==> config.mk <==
export PLATFORM = sky130hd
export DESIGN_NAME = reset_strap_clock_control
export DESIGN_NICKNAME = d
export VERILOG_FILES = /design/src/rtl/sync_2ff.v /design/src/rtl/pulse_stretch.v /design/src/rtl/reset_strap_clock_control.v
export VERILOG_INCLUDE_DIRS = /design/src /design/src/rtl
export SDC_FILE = /design/constraint.sdc
export NUM_CORES = 1
export LEC_CHECK = 0
export ABC_AREA = 1
export BUFFER_PORTS_ARGS = -buffer_cell sky130_fd_sc_hd__buf_2
export CAP_MARGIN = 25
export CORE_MARGIN = 3
export CORE_UTILIZATION = 25
export CTS_CLUSTER_SIZE = 24
export DETAILED_ROUTE_END_ITERATION = 16
export HOLD_SLACK_MARGIN = 0.08
export PLACE_DENSITY_LB_ADDON = 0.12
export SLEW_MARGIN = 20
export SYNTH_ARGS = -nofsm -noshare
export SYNTH_HDL_FRONTEND = slang
export SYNTH_SLANG_ARGS = --single-unit
==> constraint.sdc <==
create_clock -name clk_i -period 3.2 [get_ports clk_i]
set_input_delay 0.64 -clock clk_i [delete_from_list [all_inputs] [get_ports clk_i]]
set_output_delay 0.64 -clock clk_i [all_outputs]
set_load 0.05 [all_outputs]
==> src/rtl/reset_strap_map.vh <==
// Purpose: offsets, field positions, reset values and timing counts for reset_strap_clock_control
// Assumes: 20 MHz register clock, 32-bit classic Wishbone slave
// Notes: definitions only
`ifndef RESET_STRAP_MAP_VH
`define RESET_STRAP_MAP_VH

// register byte offsets
`define RSC_ADDR_STATUS 8'h00
`define RSC_ADDR_CLKCTL 8'h04
`define RSC_ADDR_WDOG 8'h08

// clock and bus control fields
`define RSC_CLK_MULT_LSB 0
`define RSC_CLK_MULT_W 3
`define RSC_CLK_MULT_RST 3'h4
`define RSC_CLK_MULT_MAX 3'h5

// watchdog control fields
`define RSC_WDOG_EXPIRE_BIT 0

// status fields
`define RSC_ST_WIDTH_LSB 0
`define RSC_ST_POL_BIT 2
`define RSC_ST_CLKSRC_BIT 3
`define RSC_ST_SYSRST_BIT 4
`define RSC_ST_WDOG_BIT 5

// boot bank width codes
`define RSC_WIDTH_RSVD 2'h0
`define RSC_WIDTH_BYTE 2'h1
`define RSC_WIDTH_HALF 2'h2
`define RSC_WIDTH_WORD 2'h3

// timing
`define RSC_CLK_HZ 20000000
`define RSC_SYSRST_MS 200
`define RSC_SYSRST_CYC ((`RSC_CLK_HZ / 1000) * `RSC_SYSRST_MS)
`define RSC_CHIPRST_CYC 256

`endif

==> src/rtl/sync_2ff.v <==
// Purpose: two-flop synchroniser for one level
// Assumes: input is asynchronous to clk_i
// Notes: first flop feeds only the second
`timescale 1ns/10ps
module sync_2ff #(
    parameter RESET_VAL = 1'b0
) (
    // clock and reset
    input wire clk_i,
    input wire rst_i,
    input wire ce_i,
    // data
    input wire d_i,
    output wire q_o
);
    reg meta_q;
    reg sync_q;

    always @(posedge clk_i) begin
        if (rst_i) begin
            meta_q <= RESET_VAL;
            sync_q <= RESET_VAL;
        end else if (ce_i) begin
            meta_q <= d_i;
            sync_q <= meta_q;
        end
    end

    assign q_o = sync_q;
endmodule // sync_2ff

==> src/rtl/pulse_stretch.v <==
// Purpose: holds an output for a minimum number of cycles after a trigger ends
// Assumes: trigger is synchronous to clk_i
// Notes: retriggers while trigger stays high
`timescale 1ns/10ps
module pulse_stretch #(
    parameter CNT_W = 23,
    parameter HOLD_CYC = 4000000
) (
    // clock and reset
    input wire clk_i,
    input wire rst_i,
    input wire ce_i,
    // trigger and output
    input wire trig_i,
    output wire active_o
);
    reg [CNT_W-1:0] cnt_q;

    always @(posedge clk_i) begin
        if (rst_i) begin
            cnt_q <= {CNT_W{1'b0}};
        end else if (ce_i) begin
            if (trig_i) begin
                cnt_q <= HOLD_CYC[CNT_W-1:0];
            end else if (cnt_q != {CNT_W{1'b0}}) begin
                cnt_q <= cnt_q - {{(CNT_W-1){1'b0}}, 1'b1};
            end
        end
    end

    assign active_o = trig_i | (cnt_q != {CNT_W{1'b0}});
endmodule // pulse_stretch

==> src/rtl/reset_strap_clock_control.v <==
// Purpose: chip reset, strap capture, system reset output and clock select control
// Assumes: clk_i is the 20 MHz register clock; pins are asynchronous and synchronised here
// Notes: SYSRST_CYC sets the reset-out stretch, 200 ms at 20 MHz by default
//        registers: 0x00 status, 0x04 clock and bus control, 0x08 watchdog trigger
//        straps reach the logic through synchronisers, so the kept copy lags the pins
//        ce_i low freezes every flop, the synchronisers included
//
// Implementation choice: the Wishbone slave port.
`timescale 1ns/10ps
`include "reset_strap_map.vh"
module reset_strap_clock_control #(
    parameter SYSRST_CYC = `RSC_SYSRST_CYC,
    parameter CNT_W = 23
) (
    // clock, reset, enable
    input wire clk_i,
    input wire rst_i,
    input wire ce_i,
    // wishbone slave
    input wire wb_cyc_i,
    input wire wb_stb_i,
    input wire wb_we_i,
    input wire [7:0] wb_adr_i,
    input wire [3:0] wb_sel_i,
    input wire [31:0] wb_dat_i,
    output reg [31:0] wb_dat_o,
    output reg wb_ack_o,
    // chip reset pin
    input wire chip_reset_n_i,
    // shared strap / function pins
    input wire [1:0] boot_bank_width_strap_i,
    input wire reset_out_polarity_strap_i,
    input wire cpu_clock_source_strap_i,
    input wire ext_output_enable_n_func_i,
    input wire uart_request_to_send_n_func_i,
    input wire [1:0] wan_indicator_func_i,
    output reg ext_output_enable_n_o,
    output reg ext_output_enable_n_oe_n_o,
    output reg uart_request_to_send_n_o,
    output reg uart_request_to_send_n_oe_n_o,
    output reg [1:0] wan_indicator_o,
    output reg [1:0] wan_indicator_oe_n_o,
    // system reset out pin
    output reg system_reset_out_o,
    output reg system_reset_out_oe_n_o,
    // internal reset and boot configuration
    output reg core_reset_o,
    output reg [1:0] boot_bank_width_o,
    output reg boot_width_valid_o,
    // clock control
    output reg cpu_clk_sel_ext_o,
    output reg [2:0] pll_mult_o,
    output reg ref_clk_to_phy_o
);
    // synchronised pins
    wire chip_reset_n_s;
    wire [1:0] width_s;
    wire pol_s;
    wire clksrc_s;

    // note: pins start in reset, so sync resets to asserted chip reset
    sync_2ff #(.RESET_VAL(1'b0)) u_sync_rst (
        .clk_i(clk_i),
        .rst_i(rst_i),
        .ce_i(ce_i),
        .d_i(chip_reset_n_i),
        .q_o(chip_reset_n_s)
    );
    sync_2ff #(.RESET_VAL(1'b0)) u_sync_w0 (
        .clk_i(clk_i),
        .rst_i(rst_i),
        .ce_i(ce_i),
        .d_i(boot_bank_width_strap_i[0]),
        .q_o(width_s[0])
    );
    sync_2ff #(.RESET_VAL(1'b0)) u_sync_w1 (
        .clk_i(clk_i),
        .rst_i(rst_i),
        .ce_i(ce_i),
        .d_i(boot_bank_width_strap_i[1]),
        .q_o(width_s[1])
    );
    sync_2ff #(.RESET_VAL(1'b0)) u_sync_pol (
        .clk_i(clk_i),
        .rst_i(rst_i),
        .ce_i(ce_i),
        .d_i(reset_out_polarity_strap_i),
        .q_o(pol_s)
    );
    sync_2ff #(.RESET_VAL(1'b0)) u_sync_clk (
        .clk_i(clk_i),
        .rst_i(rst_i),
        .ce_i(ce_i),
        .d_i(cpu_clock_source_strap_i),
        .q_o(clksrc_s)
    );

    // state
    localparam ST_RESET = 2'h0;
    localparam ST_RUN = 2'h1;
    localparam ST_WDOG = 2'h2;

    reg [1:0] state_q;
    reg [1:0] state_d;
    reg [1:0] width_q;
    reg pol_q;
    reg clksrc_q;
    reg wdog_q;
    reg wdog_seen_q;
    reg [2:0] mult_q;
    reg in_reset_q;
    wire chip_rst;
    wire sysrst_active;

    assign chip_rst = ~chip_reset_n_s;

    // pins float from the first synchronised reset edge until the machine leaves reset
    wire pins_float;
    assign pins_float = chip_rst | (state_q == ST_RESET);
    // active level follows the kept polarity strap
    wire sysrst_level;
    assign sysrst_level = pol_q ? ~sysrst_active : sysrst_active;
    wire stretch_trig;
    assign stretch_trig = chip_rst | wdog_q;

    pulse_stretch #(.CNT_W(CNT_W), .HOLD_CYC(SYSRST_CYC)) u_stretch (
        .clk_i(clk_i),
        .rst_i(rst_i),
        .ce_i(ce_i),
        .trig_i(stretch_trig),
        .active_o(sysrst_active)
    );

    always @* begin
        state_d = state_q;
        case (state_q)
            ST_RESET: begin
                if (!chip_rst) begin
                    state_d = ST_RUN;
                end
            end
            ST_RUN: begin
                if (chip_rst) begin
                    state_d = ST_RESET;
                end else if (wdog_q) begin
                    state_d = ST_WDOG;
                end
            end
            ST_WDOG: begin
                if (!sysrst_active && chip_rst) begin
                    state_d = ST_RESET;
                end else if (!sysrst_active) begin
                    state_d = ST_RUN;
                end
            end
            default: begin
                state_d = ST_RESET;
            end
        endcase
    end

    always @(posedge clk_i) begin
        if (rst_i) begin
            state_q <= ST_RESET;
            width_q <= `RSC_WIDTH_RSVD;
            pol_q <= 1'b0;
            clksrc_q <= 1'b0;
            in_reset_q <= 1'b1;
        end else if (ce_i) begin
            state_q <= state_d;
            in_reset_q <= (state_d != ST_RUN);
            // sample straps while chip reset held
            // last sample before release is kept
            if (chip_rst) begin
                width_q <= width_s;
                pol_q <= pol_s;
                clksrc_q <= clksrc_s;
            end
        end
    end

    // wishbone slave: one wait state, ack drops after one cycle
    wire wb_req;
    assign wb_req = wb_cyc_i & wb_stb_i & ~wb_ack_o;

    // writes clamp to multiples 1..5, so the clock stays within 25..125 MHz
    reg [2:0] mult_wr;
    always @* begin
        mult_wr = wb_dat_i[2:0];
        if (wb_dat_i[2:0] > `RSC_CLK_MULT_MAX) begin
            mult_wr = `RSC_CLK_MULT_MAX;
        end else if (wb_dat_i[2:0] == 3'h0) begin
            mult_wr = 3'h1;
        end
    end

    always @(posedge clk_i) begin
        if (rst_i) begin
            wb_ack_o <= 1'b0;
            wb_dat_o <= 32'h0;
            mult_q <= `RSC_CLK_MULT_RST;
            wdog_q <= 1'b0;
            wdog_seen_q <= 1'b0;
        end else if (ce_i) begin
            wb_ack_o <= wb_req;
            wdog_q <= 1'b0;
            if (state_q == ST_RESET) begin
                mult_q <= `RSC_CLK_MULT_RST;
                wdog_seen_q <= 1'b0;
            end
            if (state_q == ST_WDOG) begin
                wdog_seen_q <= 1'b1;
            end
            if (wb_req) begin
                wb_dat_o <= 32'h0;
                case (wb_adr_i)
                    `RSC_ADDR_STATUS: begin
                        wb_dat_o <= {26'h0, wdog_seen_q, in_reset_q, clksrc_q, pol_q, width_q};
                    end
                    `RSC_ADDR_CLKCTL: begin
                        wb_dat_o <= {29'h0, mult_q};
                        if (wb_we_i && wb_sel_i[0] && state_q == ST_RUN) begin
                            mult_q <= mult_wr;
                        end
                    end
                    `RSC_ADDR_WDOG: begin
                        // expiry event from a bus write with bit 0 set, taken only in run
                        if (wb_we_i && wb_sel_i[0] && wb_dat_i[`RSC_WDOG_EXPIRE_BIT]
                                && state_q == ST_RUN) begin
                            wdog_q <= 1'b1;
                        end
                    end
                    default: begin
                        wb_dat_o <= 32'h0;
                    end
                endcase
            end
        end
    end

    // outputs
    always @(posedge clk_i) begin
        if (rst_i) begin
            ext_output_enable_n_o <= 1'b1;
            ext_output_enable_n_oe_n_o <= 1'b1;
            uart_request_to_send_n_o <= 1'b1;
            uart_request_to_send_n_oe_n_o <= 1'b1;
            wan_indicator_o <= 2'h0;
            wan_indicator_oe_n_o <= 2'h3;
            system_reset_out_o <= 1'b0;
            system_reset_out_oe_n_o <= 1'b1;
            core_reset_o <= 1'b1;
            boot_bank_width_o <= `RSC_WIDTH_RSVD;
            boot_width_valid_o <= 1'b0;
            cpu_clk_sel_ext_o <= 1'b0;
            pll_mult_o <= `RSC_CLK_MULT_RST;
            ref_clk_to_phy_o <= 1'b0;
        end else if (ce_i) begin
            // float the function pins during chip reset
            ext_output_enable_n_o <= ext_output_enable_n_func_i;
            ext_output_enable_n_oe_n_o <= pins_float;
            uart_request_to_send_n_o <= uart_request_to_send_n_func_i;
            uart_request_to_send_n_oe_n_o <= pins_float;
            wan_indicator_o <= wan_indicator_func_i;
            wan_indicator_oe_n_o <= {2{pins_float}};
            // reset out is the one pin driven while chip reset holds
            system_reset_out_o <= sysrst_level;
            system_reset_out_oe_n_o <= 1'b0;
            // internal reset for chip reset and watchdog
            core_reset_o <= (state_d != ST_RUN);
            // code passed through, 00 flagged invalid
            boot_bank_width_o <= width_q;
            boot_width_valid_o <= (width_q != `RSC_WIDTH_RSVD);
            cpu_clk_sel_ext_o <= clksrc_q;
            // multiple of 25 MHz, 1..5 becomes 25..125 MHz
            pll_mult_o <= mult_q;
            ref_clk_to_phy_o <= ~in_reset_q;
        end
    end
endmodule // reset_strap_clock_control

# Word-level counts from Yosys, hierarchy flattened
# Index checks and enable logic that the tools add are counted.
# totals
ff_bits	94
input_bits	59
# classes
addsub	1
n_reduce_logical	17
bitwise	9
eq_ne	5
order_cmp	1
n_mux	21
# op_table
op	count
23-bit 2-to-1 mux	2
23-bit nonzero test	1
23-bit by 1-bit subtractor with 23-bit output (second input constant)	1
3-bit 2-to-1 mux	6
6-bit one-hot mux with 2 select lines	1
2-bit 2-to-1 mux	5
8-bit by 3-bit == test with 1-bit output (second input constant)	1
8-bit by 4-bit == test with 1-bit output (second input constant)	1
8-bit zero test	1
2-bit AND reduction	4
1-bit 2-to-1 mux	6
2-bit one-hot mux with 3 select lines	1
2-bit nonzero test	3
1-bit logical AND	5
1-bit NOT	4
3-bit greater-than comparator (second input constant)	1
3-bit zero test	1
1-bit bitwise OR	3
1-bit AND	2
2-bit by 1-bit == test with 1-bit output (second input constant)	1
2-bit == test (second input constant)	1
2-bit zero test	1
2-bit by 1-bit != test with 1-bit output (second input constant)	1
1-bit zero test	1

# Depth between registers and ports, before layout
# Gate-level depths: netlist (run 1).
# depth
word_depth	8
depth_mapped	13

# By module
# A second synthesis (run 1) with hierarchy kept.
# unflattened
hier_cells	530
hier_area_um2	3619.7
# modules_own_cells
module	area_each_um2	instances	cells_each	seq_area_each_um2
reset_strap_clock_control	1634.1	1	221	680.7
pulse_stretch	1566.5	1	244	460.4
sync_2ff	83.8	5	13	40.0

# Worst setup path before layout (run 1)
# OpenSTA, ideal clock, no wires.
# synth_timing
path_type	input to register
startpoint	input ce_i
endpoint	register mult_q[0]
stages	7
setup_time_ns	0.115
arrival_time_ns	1.549
setup_slack_ns	1.536
path_buffers	1
t_required_ns	3.085
cell_sequence	buf_2 -> nand2_1 -> nor2_2 -> nand3b_1 -> nand2_1 -> o22ai_1 -> and2_1
# synth_rtl
element	line	rtl
from (decl)	reset_strap_clock_control.v:18	input wire ce_i,
to (signal assigned)	reset_strap_clock_control.v:201	mult_q <= `RSC_CLK_MULT_RST;
to (signal assigned)	reset_strap_clock_control.v:208	mult_q <= `RSC_CLK_MULT_RST;
to (signal assigned)	reset_strap_clock_control.v:223	mult_q <= mult_wr;
to (decl)	reset_strap_clock_control.v:110	reg [2:0] mult_q;

# Worst setup path after layout (run 1)
# layout_timing
startpoint	register u_sync_rst.sync_q, in the netlist u_sync_rst.q_o
endpoint	register u_stretch.cnt_q[4]
# layout_between
elab_chain_cells	4
elab_cells_between_ends	5
classes_between	1 x mux; 2 x bitwise; 2 x reduce/logical
# layout_lines
element	line	rtl
from (decl)	sync_2ff.v:17	reg sync_q;
from (signal assigned)	sync_2ff.v:25	sync_q <= meta_q;
1-bit NOT (no line) (*)	-	
1-bit bitwise OR (*)	reset_strap_clock_control.v:124	assign stretch_trig = chip_rst | wdog_q;
2-bit nonzero test (no line)	-	
2-bit AND reduction (no line)	-	
to (signal assigned)	pulse_stretch.v:21	cnt_q <= {CNT_W{1'b0}};
to (signal assigned)	pulse_stretch.v:24	cnt_q <= HOLD_CYC[CNT_W-1:0];
to (signal assigned)	pulse_stretch.v:26	cnt_q <= cnt_q - {{(CNT_W-1){1'b0}}, 1'b1};
to (decl)	pulse_stretch.v:17	reg [CNT_W-1:0] cnt_q;
# Every way passes the cells marked *; elsewhere a longest branch is shown, timed or not.
# A chain may end at the register's enable or synchronous reset.

==> results.json, run 1 <==
{
  "ir_worst_vdd_uv": 306,
  "p_leak_nw": 1.84,
  "fillers": 1475,
  "path_clk_slew_ns": 0.06,
  "io_buffer_count": 52,
  "fin_crit_sh_pct": 64.8,
  "r2r-start": "u_sync_rst.q_o",
  "period_needed_ns": 2.07,
  "syn_area_um2": 3420,
  "synth_cell_types": 34,
  "place.gp.congestion": 0.810,
  "numCtsBuffers": 9,
  "first_pass_iters": 4,
  "viasPerCell": 4.36,
  "hold_path.class": "flip-flop to flip-flop",
  "clock_sinks": 67,
  "crit_chain": "inv_2 -> nor2_4 -> nand2_1 -> nor2_2 -> nand3_4 -> nand2_4 -> inv_2 -> nand3b_1 -> a21oi_1",
  "grt_pass1_vias": 2859,
  "area_growth_pct": 17.4,
  "grt_start_max_net_pins": 32,
  "drc": 0,
  "p_per_area_nw_per_um2": 590,
  "critPathCaptureType": "flip-flop",
  "ff_latch_area_um2": 1340,
  "synth_top_area_cell": "dfxtp_1",
  "whs_ns": 0.448,
  "r2r-end": "u_stretch.cnt_q[4]",
  "finalHoldViolations": 0,
  "final_common_cell": "nand2_1",
  "fmax_mhz": 482,
  "ant_nets": 0,
  "tns_ns": 0,
  "synth_area_leaders": "dfxtp_1, nand2_1, nor2_1",
  "n_antenna_cell": 0,
  "status": "completed",
  "antenna_found_initial": 0,
  "dp_hpwl_um": 6500,
  "worst-path-max-fanout": 23,
  "grt-ovfl-total": 0,
  "synth_edf_count": 0,
  "insertion_delay_ns": 0.33,
  "wl_um": 9040,
  "multi_input_area_um2": 1740,
  "cap_violations": 0,
  "wl_per_cell_um": 12.5,
  "rsz0062_at_grt": "no",
  "slew_violations": 0,
  "avgSynthCellArea_um2": 6.84,
  "seq_area_frac_synth_pct": 39.2,
  "critPathLaunch": "u_sync_rst.q_o",
  "skew_ns": 0.00937,
  "layout_common_cells": "nand2_1, nor2_1, dfxtp_1, buf_2, nand3_1",
  "postCtsSetupBuffers": 0,
  "ys_warn_count": 0,
  "io_pins": 111,
  "via_count": 3161,
  "ctsResizeCount": 0,
  "tritoncts": "yes",
  "synthesis.instances": 500,
  "grt_first_pass_wirelength_um": 14500,
  "hold_buffers": 0,
  "critPathMaxStageDelay_ns": 0.37,
  "fin_nets": 605,
  "cp.arrival_ns": 2.26,
  "cts_root_buf": "clkbuf_16",
  "drive_gt1_share_pct": 15.8,
  "track_usage_pct": 12.4,
  "start_util_pct": 25.7,
  "core_um2": 13300,
  "synth_top_cell_area_share_pct": 39.2,
  "cp_slowest_cell": "dfxtp_1",
  "critPathKind": "flip-flop to flip-flop",
  "reg2reg_depth": 9,
  "row_count": 42,
  "die_area_um2": 15100,
  "worstSetupEndpoint": "u_stretch.cnt_q[4]",
  "ys_ff_latch": 67,
  "cp.required_ns": 3.39,
  "synthFlopType": "dfxtp_1",
  "ys_async_sr_fraction_pct": 0,
  "cts-htree-levels": 3,
  "cts_buffer_depth": 2,
  "initialDrtViolationCount": 140,
  "postLayoutCoreUtil_pct": 30.2,
  "worst_pin_slew_ns": 0.631,
  "fp.dieH_um": 123,
  "worst-r2r-setup-slack_ns": 1.13,
  "setup_viol_count_final": 0,
  "cpMostUsedCell": "inv_2",
  "die-width_um": 123,
  "start_kind": "flip-flop",
  "maxSlewHeadroom_pct": 57.5
}
## cells in the mapped netlist, types with 2 or more instances
cell type and number:
o21ai_1 2, nand3_1 35, xor2_1 5, o21ai_0 28
dfxtp_1 67, a21oi_1 33, clkbuf_1 8, nor2_1 90
inv_2 2, nor2_2 10, xnor2_1 2, buf_1 5
o21bai_1 2, buf_4 31, nor3_1 3, o211ai_1 2
nand3b_1 6, inv_1 32, nor2_4 3, buf_2 3
ha_1 2, nand2_1 111, nand4_1 7
## critical path: cells and delay by family (launching register included)
kind / cells / cell delay (ns)
buffers and inverters: 2 / 0.32
AND/OR/NAND/NOR: 6 / 1.15
flip-flops: 1 / 0.37
AO/OA/AOI/OAI: 1 / 0.07
## report_power, final
group	internal, mW	switching, mW
clock network	0.628	0.370
logic	0.121	0.339
registers	0.879	0.0343
## metal layers
layer  GRT usage, %  part of all wire [%]  vias to the layer above
li1               -                     -                     1646
met1           15.4                    47                     1447
met2           20.9                    48                       57
met3           2.52                   3.2                       11
met4           5.12                   1.6                        0
met5              0                     0                        -
## worst min path at each step
stage,start,to,slack (ns),depth (start not counted)
final,system_reset_out_oe_n_o,system_reset_out_oe_n_o,0.45,2
after global placement,system_reset_out_oe_n_o,system_reset_out_oe_n_o,0.43,2
after global routing,system_reset_out_oe_n_o,system_reset_out_oe_n_o,0.47,2
after floorplan,width_q[1],width_q[1],0.44,2
after detailed placement,system_reset_out_oe_n_o,system_reset_out_oe_n_o,0.44,2
after CTS,system_reset_out_oe_n_o,system_reset_out_oe_n_o,0.45,2
## layout make-up
cell class / count / share of cell area, %
Clock buffer: 13 / 6.23
Clock inverter: 3 / 1.18
Inverter: 34 / 3.18
Multi-Input combinational cell: 376 / 43.3
Sequential cell: 67 / 33.4
Tap cell: 176 / 5.48
Timing Repair Buffer: 56 / 7.23
## kinds of logic (layout without fill, tap and decap cells)
group | after synthesis | count (layout) | synth area share, %
simple gates | 270 | 270 | 34.4
buf+inv | 82 | 106 | 12.7
xor+xnor | 7 | 7 | 1.79
fa+ha+maj | 2 | 2 | 0.731
compound gates | 71 | 71 | 11.0
flops | 67 | 67 | 39.2
other cells | 1 | 26 | 0.110
## sequential cells by signal (all words and copies together), names as in the netlist, 2 cells and up
signal	count
u_stretch.cnt_q	23
wb_dat_o	6
mult_q	3
pll_mult_o	3
boot_bank_width_o	2
state_q	2
wan_indicator_o	2
width_q	2
## metrics by stage
stage          total power [mW]  setup slack (ns)  instances  cell area [um2]
2_1_floorplan              1.32              1.54        525             3520
3_3_place_gp               1.39              1.07        709             3720
3_5_place_dp               1.39              1.05        709             3720
4_1_cts                    2.41              1.05        725             4020
5_1_grt                    2.49             0.835        725             4020
6_report                   2.37              1.13        725             4020
No activity file was read; power rests on OpenSTA's default activity.
==> run 2, diff against run 1 <==
- ABC_AREA: 1 -> 0
- clock period: 3.2 -> 1.9 ns (I/O delays scaled with it)
==> run 2 against run 1 <==
Net effect:
- the flow now finishes with violations (negative setup slack)
- clock skew is essentially flat
- total power grew 69%
- cell area grew 3.3%
- largest power group unchanged
- register-to-register slack lost 1.4 ns
- area after synthesis shrank 8.9%
- sequential share of layout area shrank 0.98 points
- critical endpoint is now u_stretch.cnt_q[15]
- fmax shrank 6.1%
- critical path type unchanged
- wire length shrank 8.3%
==> results.json, run 2 <==
{
  "grt_busiest_layer": "met2",
  "drc": 0,
  "insertion_delay_ns": 0.34,
  "skew_ns": 0.00905,
  "grt_pass1_vias": 2680,
  "viasPerCell": 4.39,
  "avgSynthCellArea_um2": 9.04,
  "synth_edf_count": 0,
  "ys_warn_count": 0,
  "reg.largest.list": "u_stretch.cnt_q x23, wb_dat_o x6",
  "start_util_pct": 25.7,
  "drive_gt1_share_pct": 31.9,
  "p_per_area_nw_per_um2": 966,
  "slew_violations": 0,
  "fp.dieH_um": 118,
  "finalNonFillerCells": 616,
  "violations": "negative setup slack",
  "fin_crit_sh_pct": 116,
  "grt-ovfl-total": 0,
  "row_count": 40,
  "antenna_found_initial": 0,
  "ant_nets": 0,
  "ir_worst_vdd_uv": 510,
  "cts_buffer_depth": 2,
  "crit_chain": "inv_2 -> ha_1 -> or4b_4 -> or4_4 -> o2111ai_4 -> buf_4 -> o31ai_1 -> a21oi_1",
  "clock_sinks": 67,
  "start_kind": "flip-flop",
  "top_register": "u_stretch.cnt_q",
  "synth_cell_types": 49,
  "power.total_mw": 4.01,
  "n_antenna_cell": 0,
  "cp.required_ns": 2.17,
  "track_usage_pct": 12.1,
  "cap_violations": 0,
  "ff_latch_area_um2": 1350,
  "critPathKind": "flip-flop to flip-flop",
  "setup_viol_count_final": 26,
  "ys_ff_latch": 67,
  "io_buffer_count": 52,
  "first_pass_iters": 4,
  "synthFlopType": "dfxtp_1",
  "ys_async_sr_fraction_pct": 0,
  "hold_buffers": 0,
  "initialDrtViolationCount": 95,
  "critPathMaxStageDelay_ns": 0.54,
  "period_needed_ns": 2.21,
  "die_area_um2": 13800,
  "critPathCaptureType": "flip-flop",
  "synth.top_cells.by_count": "dfxtp_1, nor2_1, buf_4",
  "status": "finished, violations left",
  "use_met2_pct": 20.5,
  "via_count": 2707,
  "area_growth_pct": 33.1,
  "synth_top_area_cell": "dfxtp_1",
  "layout_common_cells": "dfxtp_1, buf_4, buf_2, nor2_1",
  "synth_area_leaders": "dfxtp_1, mux2i_1, buf_4",
  "synthesis.instances": 345,
  "syn_area_um2": 3120,
  "place.gp.congestion": 0.784,
  "seq_area_frac_synth_pct": 43.0,
  "core_um2": 12100,
  "worst-path-max-fanout": 8,
  "hold_path.class": "primary input to flip-flop",
  "synth_top_cell_area_share_pct": 43.0,
  "io_pins": 111,
  "p_leak_nw": 1.76,
  "final_common_cell": "dfxtp_1",
  "fmax_mhz": 453,
  "grt_start_max_net_pins": 37,
  "yosysMostFrequentCell": "dfxtp_1",
  "wl_um": 8290,
  "cts-htree-levels": 3,
  "numCtsBuffers": 9,
  "largest_reg_flops": 23,
  "tritoncts": "yes",
  "use_met1_pct": 14.7,
  "die-width_um": 118,
  "rsz0062_at_grt": "yes",
  "dp_cells": 599,
  "cp.arrival_ns": 2.48,
  "fin_nets": 504,
  "wl_per_cell_um": 13.5,
  "timing.final.ws_setup_ns": -0.309,
  "grt_first_pass_wirelength_um": 13600,
  "dp_hpwl_um": 6120,
  "multi_input_area_um2": 1610,
  "path_clk_slew_ns": 0.06,
  "fillers": 1334,
  "finalHoldViolations": 0,
  "cts_root_buf": "clkbuf_16",
  "grt.met3_usage_pct": 3.60,
  "cp_slowest_cell": "or4_4"
}
-- run 2: cell count changes after synthesis, moves of 22 or more --
cell / previous run / this run
inv_1: 32 / 5
nand2_1: 111 / 18
o21ai_0: 28 / 6
nand3_1: 35 / 7
nor2_1: 90 / 46
mux2i_1: 0 / 24
-- run 2: logic make-up after synthesis --
group / count (synthesis) / synth area share [%]
and+or+nand+nor: 122 / 20.4
AOI/OAI and AO/OA: 67 / 14.6
DFF: 67 / 43.0
buffers and inverters: 49 / 9.67
muxes: 24 / 7.70
xor gates and xnor gates: 13 / 3.65
adders and majority gates: 2 / 0.802
other: 1 / 0.120
-- run 2: cell type report --
class	count	area share, %
Tap cell	168	5.07
Timing Repair Buffer	106	16.1
Multi-Input combinational cell	254	38.7
Inverter	5	0.452
Clock inverter	7	1.78
Clock buffer	9	5.43
Sequential cell	67	32.4
-- run 2: timing repair --
item,4_1_cts,5_1_grt
pin swaps,3,5
resized for setup,4,4
cloned,0,0
setup buffers,0,1
setup endpoints to repair,27,27
-- run 2: layer usage --
layer	vias to the layer above	part of all wire, %	wire length [um]
met2	64	47	3880
met4	0	2.1	176
met1	1244	46	3830
li1	1387	-	-
met3	12	4.9	410
met5	-	0	0
-- run 2: critical path: cells and delay by family (launching register included) --
family | cells | cell delay, ns
simple gates | 2 | 1.03
buf+inv | 2 | 0.21
flops | 1 | 0.32
fa+ha+maj | 1 | 0.13
compound gates | 3 | 0.46
-- run 2: worst paths after layout --
check	startpoint	slack, ns	to	cells after the start
setup reg to reg	u_stretch.cnt_q[0]	-0.31	u_stretch.cnt_q[15]	8
hold / removal	ext_output_enable_n_func_i	0.26	ext_output_enable_n_o	3
hold reg to reg	system_reset_out_oe_n_o	0.46	system_reset_out_oe_n_o	1
setup / recovery	u_stretch.cnt_q[0]	-0.31	u_stretch.cnt_q[15]	8
-- run 2: through the flow --
stage,hold slack [ns],setup WS [ns],cell area [um2],util (%),setup TNS [ns]
global placement,0.442,-0.299,3820,31.5,-4.45
detailed placement,0.447,-0.318,3820,31.5,-4.73
global route,0.271,-0.401,4150,34.3,-7.20
floorplan,0.437,-0.213,3230,-,-2.78
finish,0.262,-0.309,4150,34.3,-4.80
CTS,0.255,-0.331,4130,34.1,-5.17
-- run 2: where the power goes --
part / switching, mW / internal [mW]
clock network: 0.741 / 0.932
logic: 0.508 / 0.322
registers: 0.0368 / 1.47
total: 1.29 / 2.72
==> run 3, diff against run 2 <==
- ABC_AREA: 0 -> 1
- CORE_UTILIZATION: 25 -> 30
==> run 3 against run 2 <==
Net effect:
- the flow now finishes without violations
- clock power is 5% higher
- largest power group unchanged
- via count is 18% higher
- sequential share of layout area is 0.48 points higher
- total power is 2.3% higher
- register-to-register slack better by 0.52 ns
- utilization is 2.9 points higher
- setup slack better by 0.52 ns
- global-route usage is 1.8 points higher
- sequential power is 3% higher
- sequential cell count stayed put
- non-clock buffer count is 38 lower
==> results.json, run 3 (same netlist as run 1, synthesis figures left out) <==
{
  "combPwrFrac_pct": 19.6,
  "row_count": 38,
  "fin_crit_sh_pct": 88.7,
  "ant_nets": 0,
  "place_ws_ns": 0.153,
  "layout_common_cells": "nand2_1, nor2_1, dfxtp_1, buf_2, nand3_1",
  "wl_um": 8720,
  "first_pass_iters": 6,
  "p_leak_nw": 1.90,
  "critPathMaxStageDelay_ns": 0.33,
  "drive_gt1_share_pct": 17.6,
  "reg2reg_depth": 12,
  "initialDrtViolationCount": 99,
  "start_kind": "flip-flop",
  "n_antenna_cell": 0,
  "placed_cell_area_um2": 3760,
  "crit_chain": "inv_1 -> ha_1 -> inv_1 -> nor2_1 -> nand2_1 -> nor2_2 -> nand3_4 -> buf_4 -> o21ai_0 -> nand2_1 -> o21ai_0 -> nand2_1",
  "grt_start_max_net_pins": 34,
  "worstSetupEndpoint": "core_reset_o",
  "io_pins": 111,
  "tritoncts": "yes",
  "cap_violations": 0,
  "status": "completed",
  "cts-htree-levels": 3,
  "area_growth_pct": 19.2,
  "viasPerCell": 4.57,
  "cp.arrival_ns": 1.90,
  "tns_ns": 0,
  "whs_ns": 0.260,
  "finalNonFillerCells": 701,
  "worst-r2r-setup-slack_ns": 0.21,
  "grt-ovfl-total": 0,
  "top_register": "u_stretch.cnt_q",
  "fin_nets": 617,
  "postLayoutCoreUtil_pct": 37.1,
  "rsz0062_at_grt": "no",
  "net-switching-power_mw": 1.24,
  "grt_pass1_vias": 3028,
  "wl_per_cell_um": 12.4,
  "ctsResizeCount": 0,
  "period_needed_ns": 1.69,
  "dp_hpwl_um": 6360,
  "slew_violations": 0,
  "cp_slowest_cell": "dfxtp_1",
  "hold_path.class": "primary input to flip-flop",
  "critPathLaunch": "u_stretch.cnt_q[1]",
  "die-width_um": 113,
  "place.gp.congestion": 0.762,
  "postCtsSetupBuffers": 0,
  "drc": 0,
  "cts_root_buf": "clkbuf_16",
  "largest_reg_flops": 23,
  "worst-path-max-fanout": 4,
  "cts_buffer_depth": 2,
  "finalHoldViolations": 0,
  "seqPwrFrac_pct": 37.5,
  "internal_power_mw": 2.86,
  "p_clk_share_pct": 42.9,
  "ir_worst_vdd_uv": 520,
  "dp_cells": 685,
  "cpMostUsedCell": "nand2_1",
  "swShare_pct": 30.3,
  "clock_sinks": 67,
  "antenna_found_initial": 0,
  "reg.largest.list": "u_stretch.cnt_q x23, wb_dat_o x6",
  "setup_viol_count_final": 0,
  "r2r-end": "core_reset_o",
  "cp.required_ns": 2.11,
  "fillers": 1191,
  "hold_buffers": 0,
  "fmax_mhz": 593,
  "track_usage_pct": 14.0,
  "fp.dieH_um": 113,
  "timing.final.ws_setup_ns": 0.215,
  "critPathKind": "flip-flop to flip-flop",
  "die_area_um2": 12700,
  "core_um2": 11000,
  "final_common_cell": "nand2_1",
  "io_buffer_count": 52,
  "grt_first_pass_wirelength_um": 14400,
  "via_count": 3203,
  "insertion_delay_ns": 0.33,
  "r2r-start": "u_stretch.cnt_q[1]",
  "start_util_pct": 31.2,
  "critPathCaptureType": "flip-flop",
  "p_per_area_nw_per_um2": 1010,
  "final_area_um2": 4080,
  "numCtsBuffers": 9,
  "power.total_mw": 4.10,
  "skew_ns": 0.00346,
  "path_clk_slew_ns": 0.06
}
run 3: worst min-delay path by stage:
stage / start / to / slack (ns) / cells past startpoint
global route: ext_output_enable_n_func_i / ext_output_enable_n_o / 0.28 / 3
finish: uart_request_to_send_n_func_i / uart_request_to_send_n_o / 0.26 / 3
CTS: uart_request_to_send_n_func_i / uart_request_to_send_n_o / 0.25 / 3
global placement: system_reset_out_oe_n_o / system_reset_out_oe_n_o / 0.43 / 2
detailed placement: system_reset_out_oe_n_o / system_reset_out_oe_n_o / 0.43 / 2
floorplan: width_q[1] / width_q[1] / 0.44 / 2
run 3: area by class of cell:
class	instances	area (um2)	area share (%)
Multi-Input combinational cell	376	1740	42.7
Sequential cell	67	1340	32.9
Timing Repair Buffer	68	380	9.33
Clock buffer	12	236	5.80
Tap cell	140	175	4.30
Inverter	34	130	3.19
Clock inverter	4	75.1	1.84
run 3: worst max-delay path, delay by kind of cell, from the launching register on:
| kind | cells | cell delay, ns |
|---|---|---|
| AND/OR/NAND/NOR | 6 | 0.56 |
| flip-flops | 1 | 0.33 |
| buffers and inverters | 3 | 0.29 |
| AO/OA/AOI/OAI | 2 | 0.24 |
| adder cells (fa/ha/maj) | 1 | 0.15 |
run 3: layer usage:
layer	track usage, %	share of wire [%]
met3	3.96	5.0
met1	17.1	46
met5	0	0
met2	23.5	47
met4	4.97	1.7
run 3: power by group through the flow:
stage                     Sequential (mW)  Clock, mW  Combinational (mW)
final                                1.54       1.76               0.802
after global routing                 1.55       1.86               0.896
after CTS                            1.54       1.81               0.807
after detailed placement             1.57          0               0.805
after global placement               1.57          0               0.798
after floorplan                      1.62          0               0.592
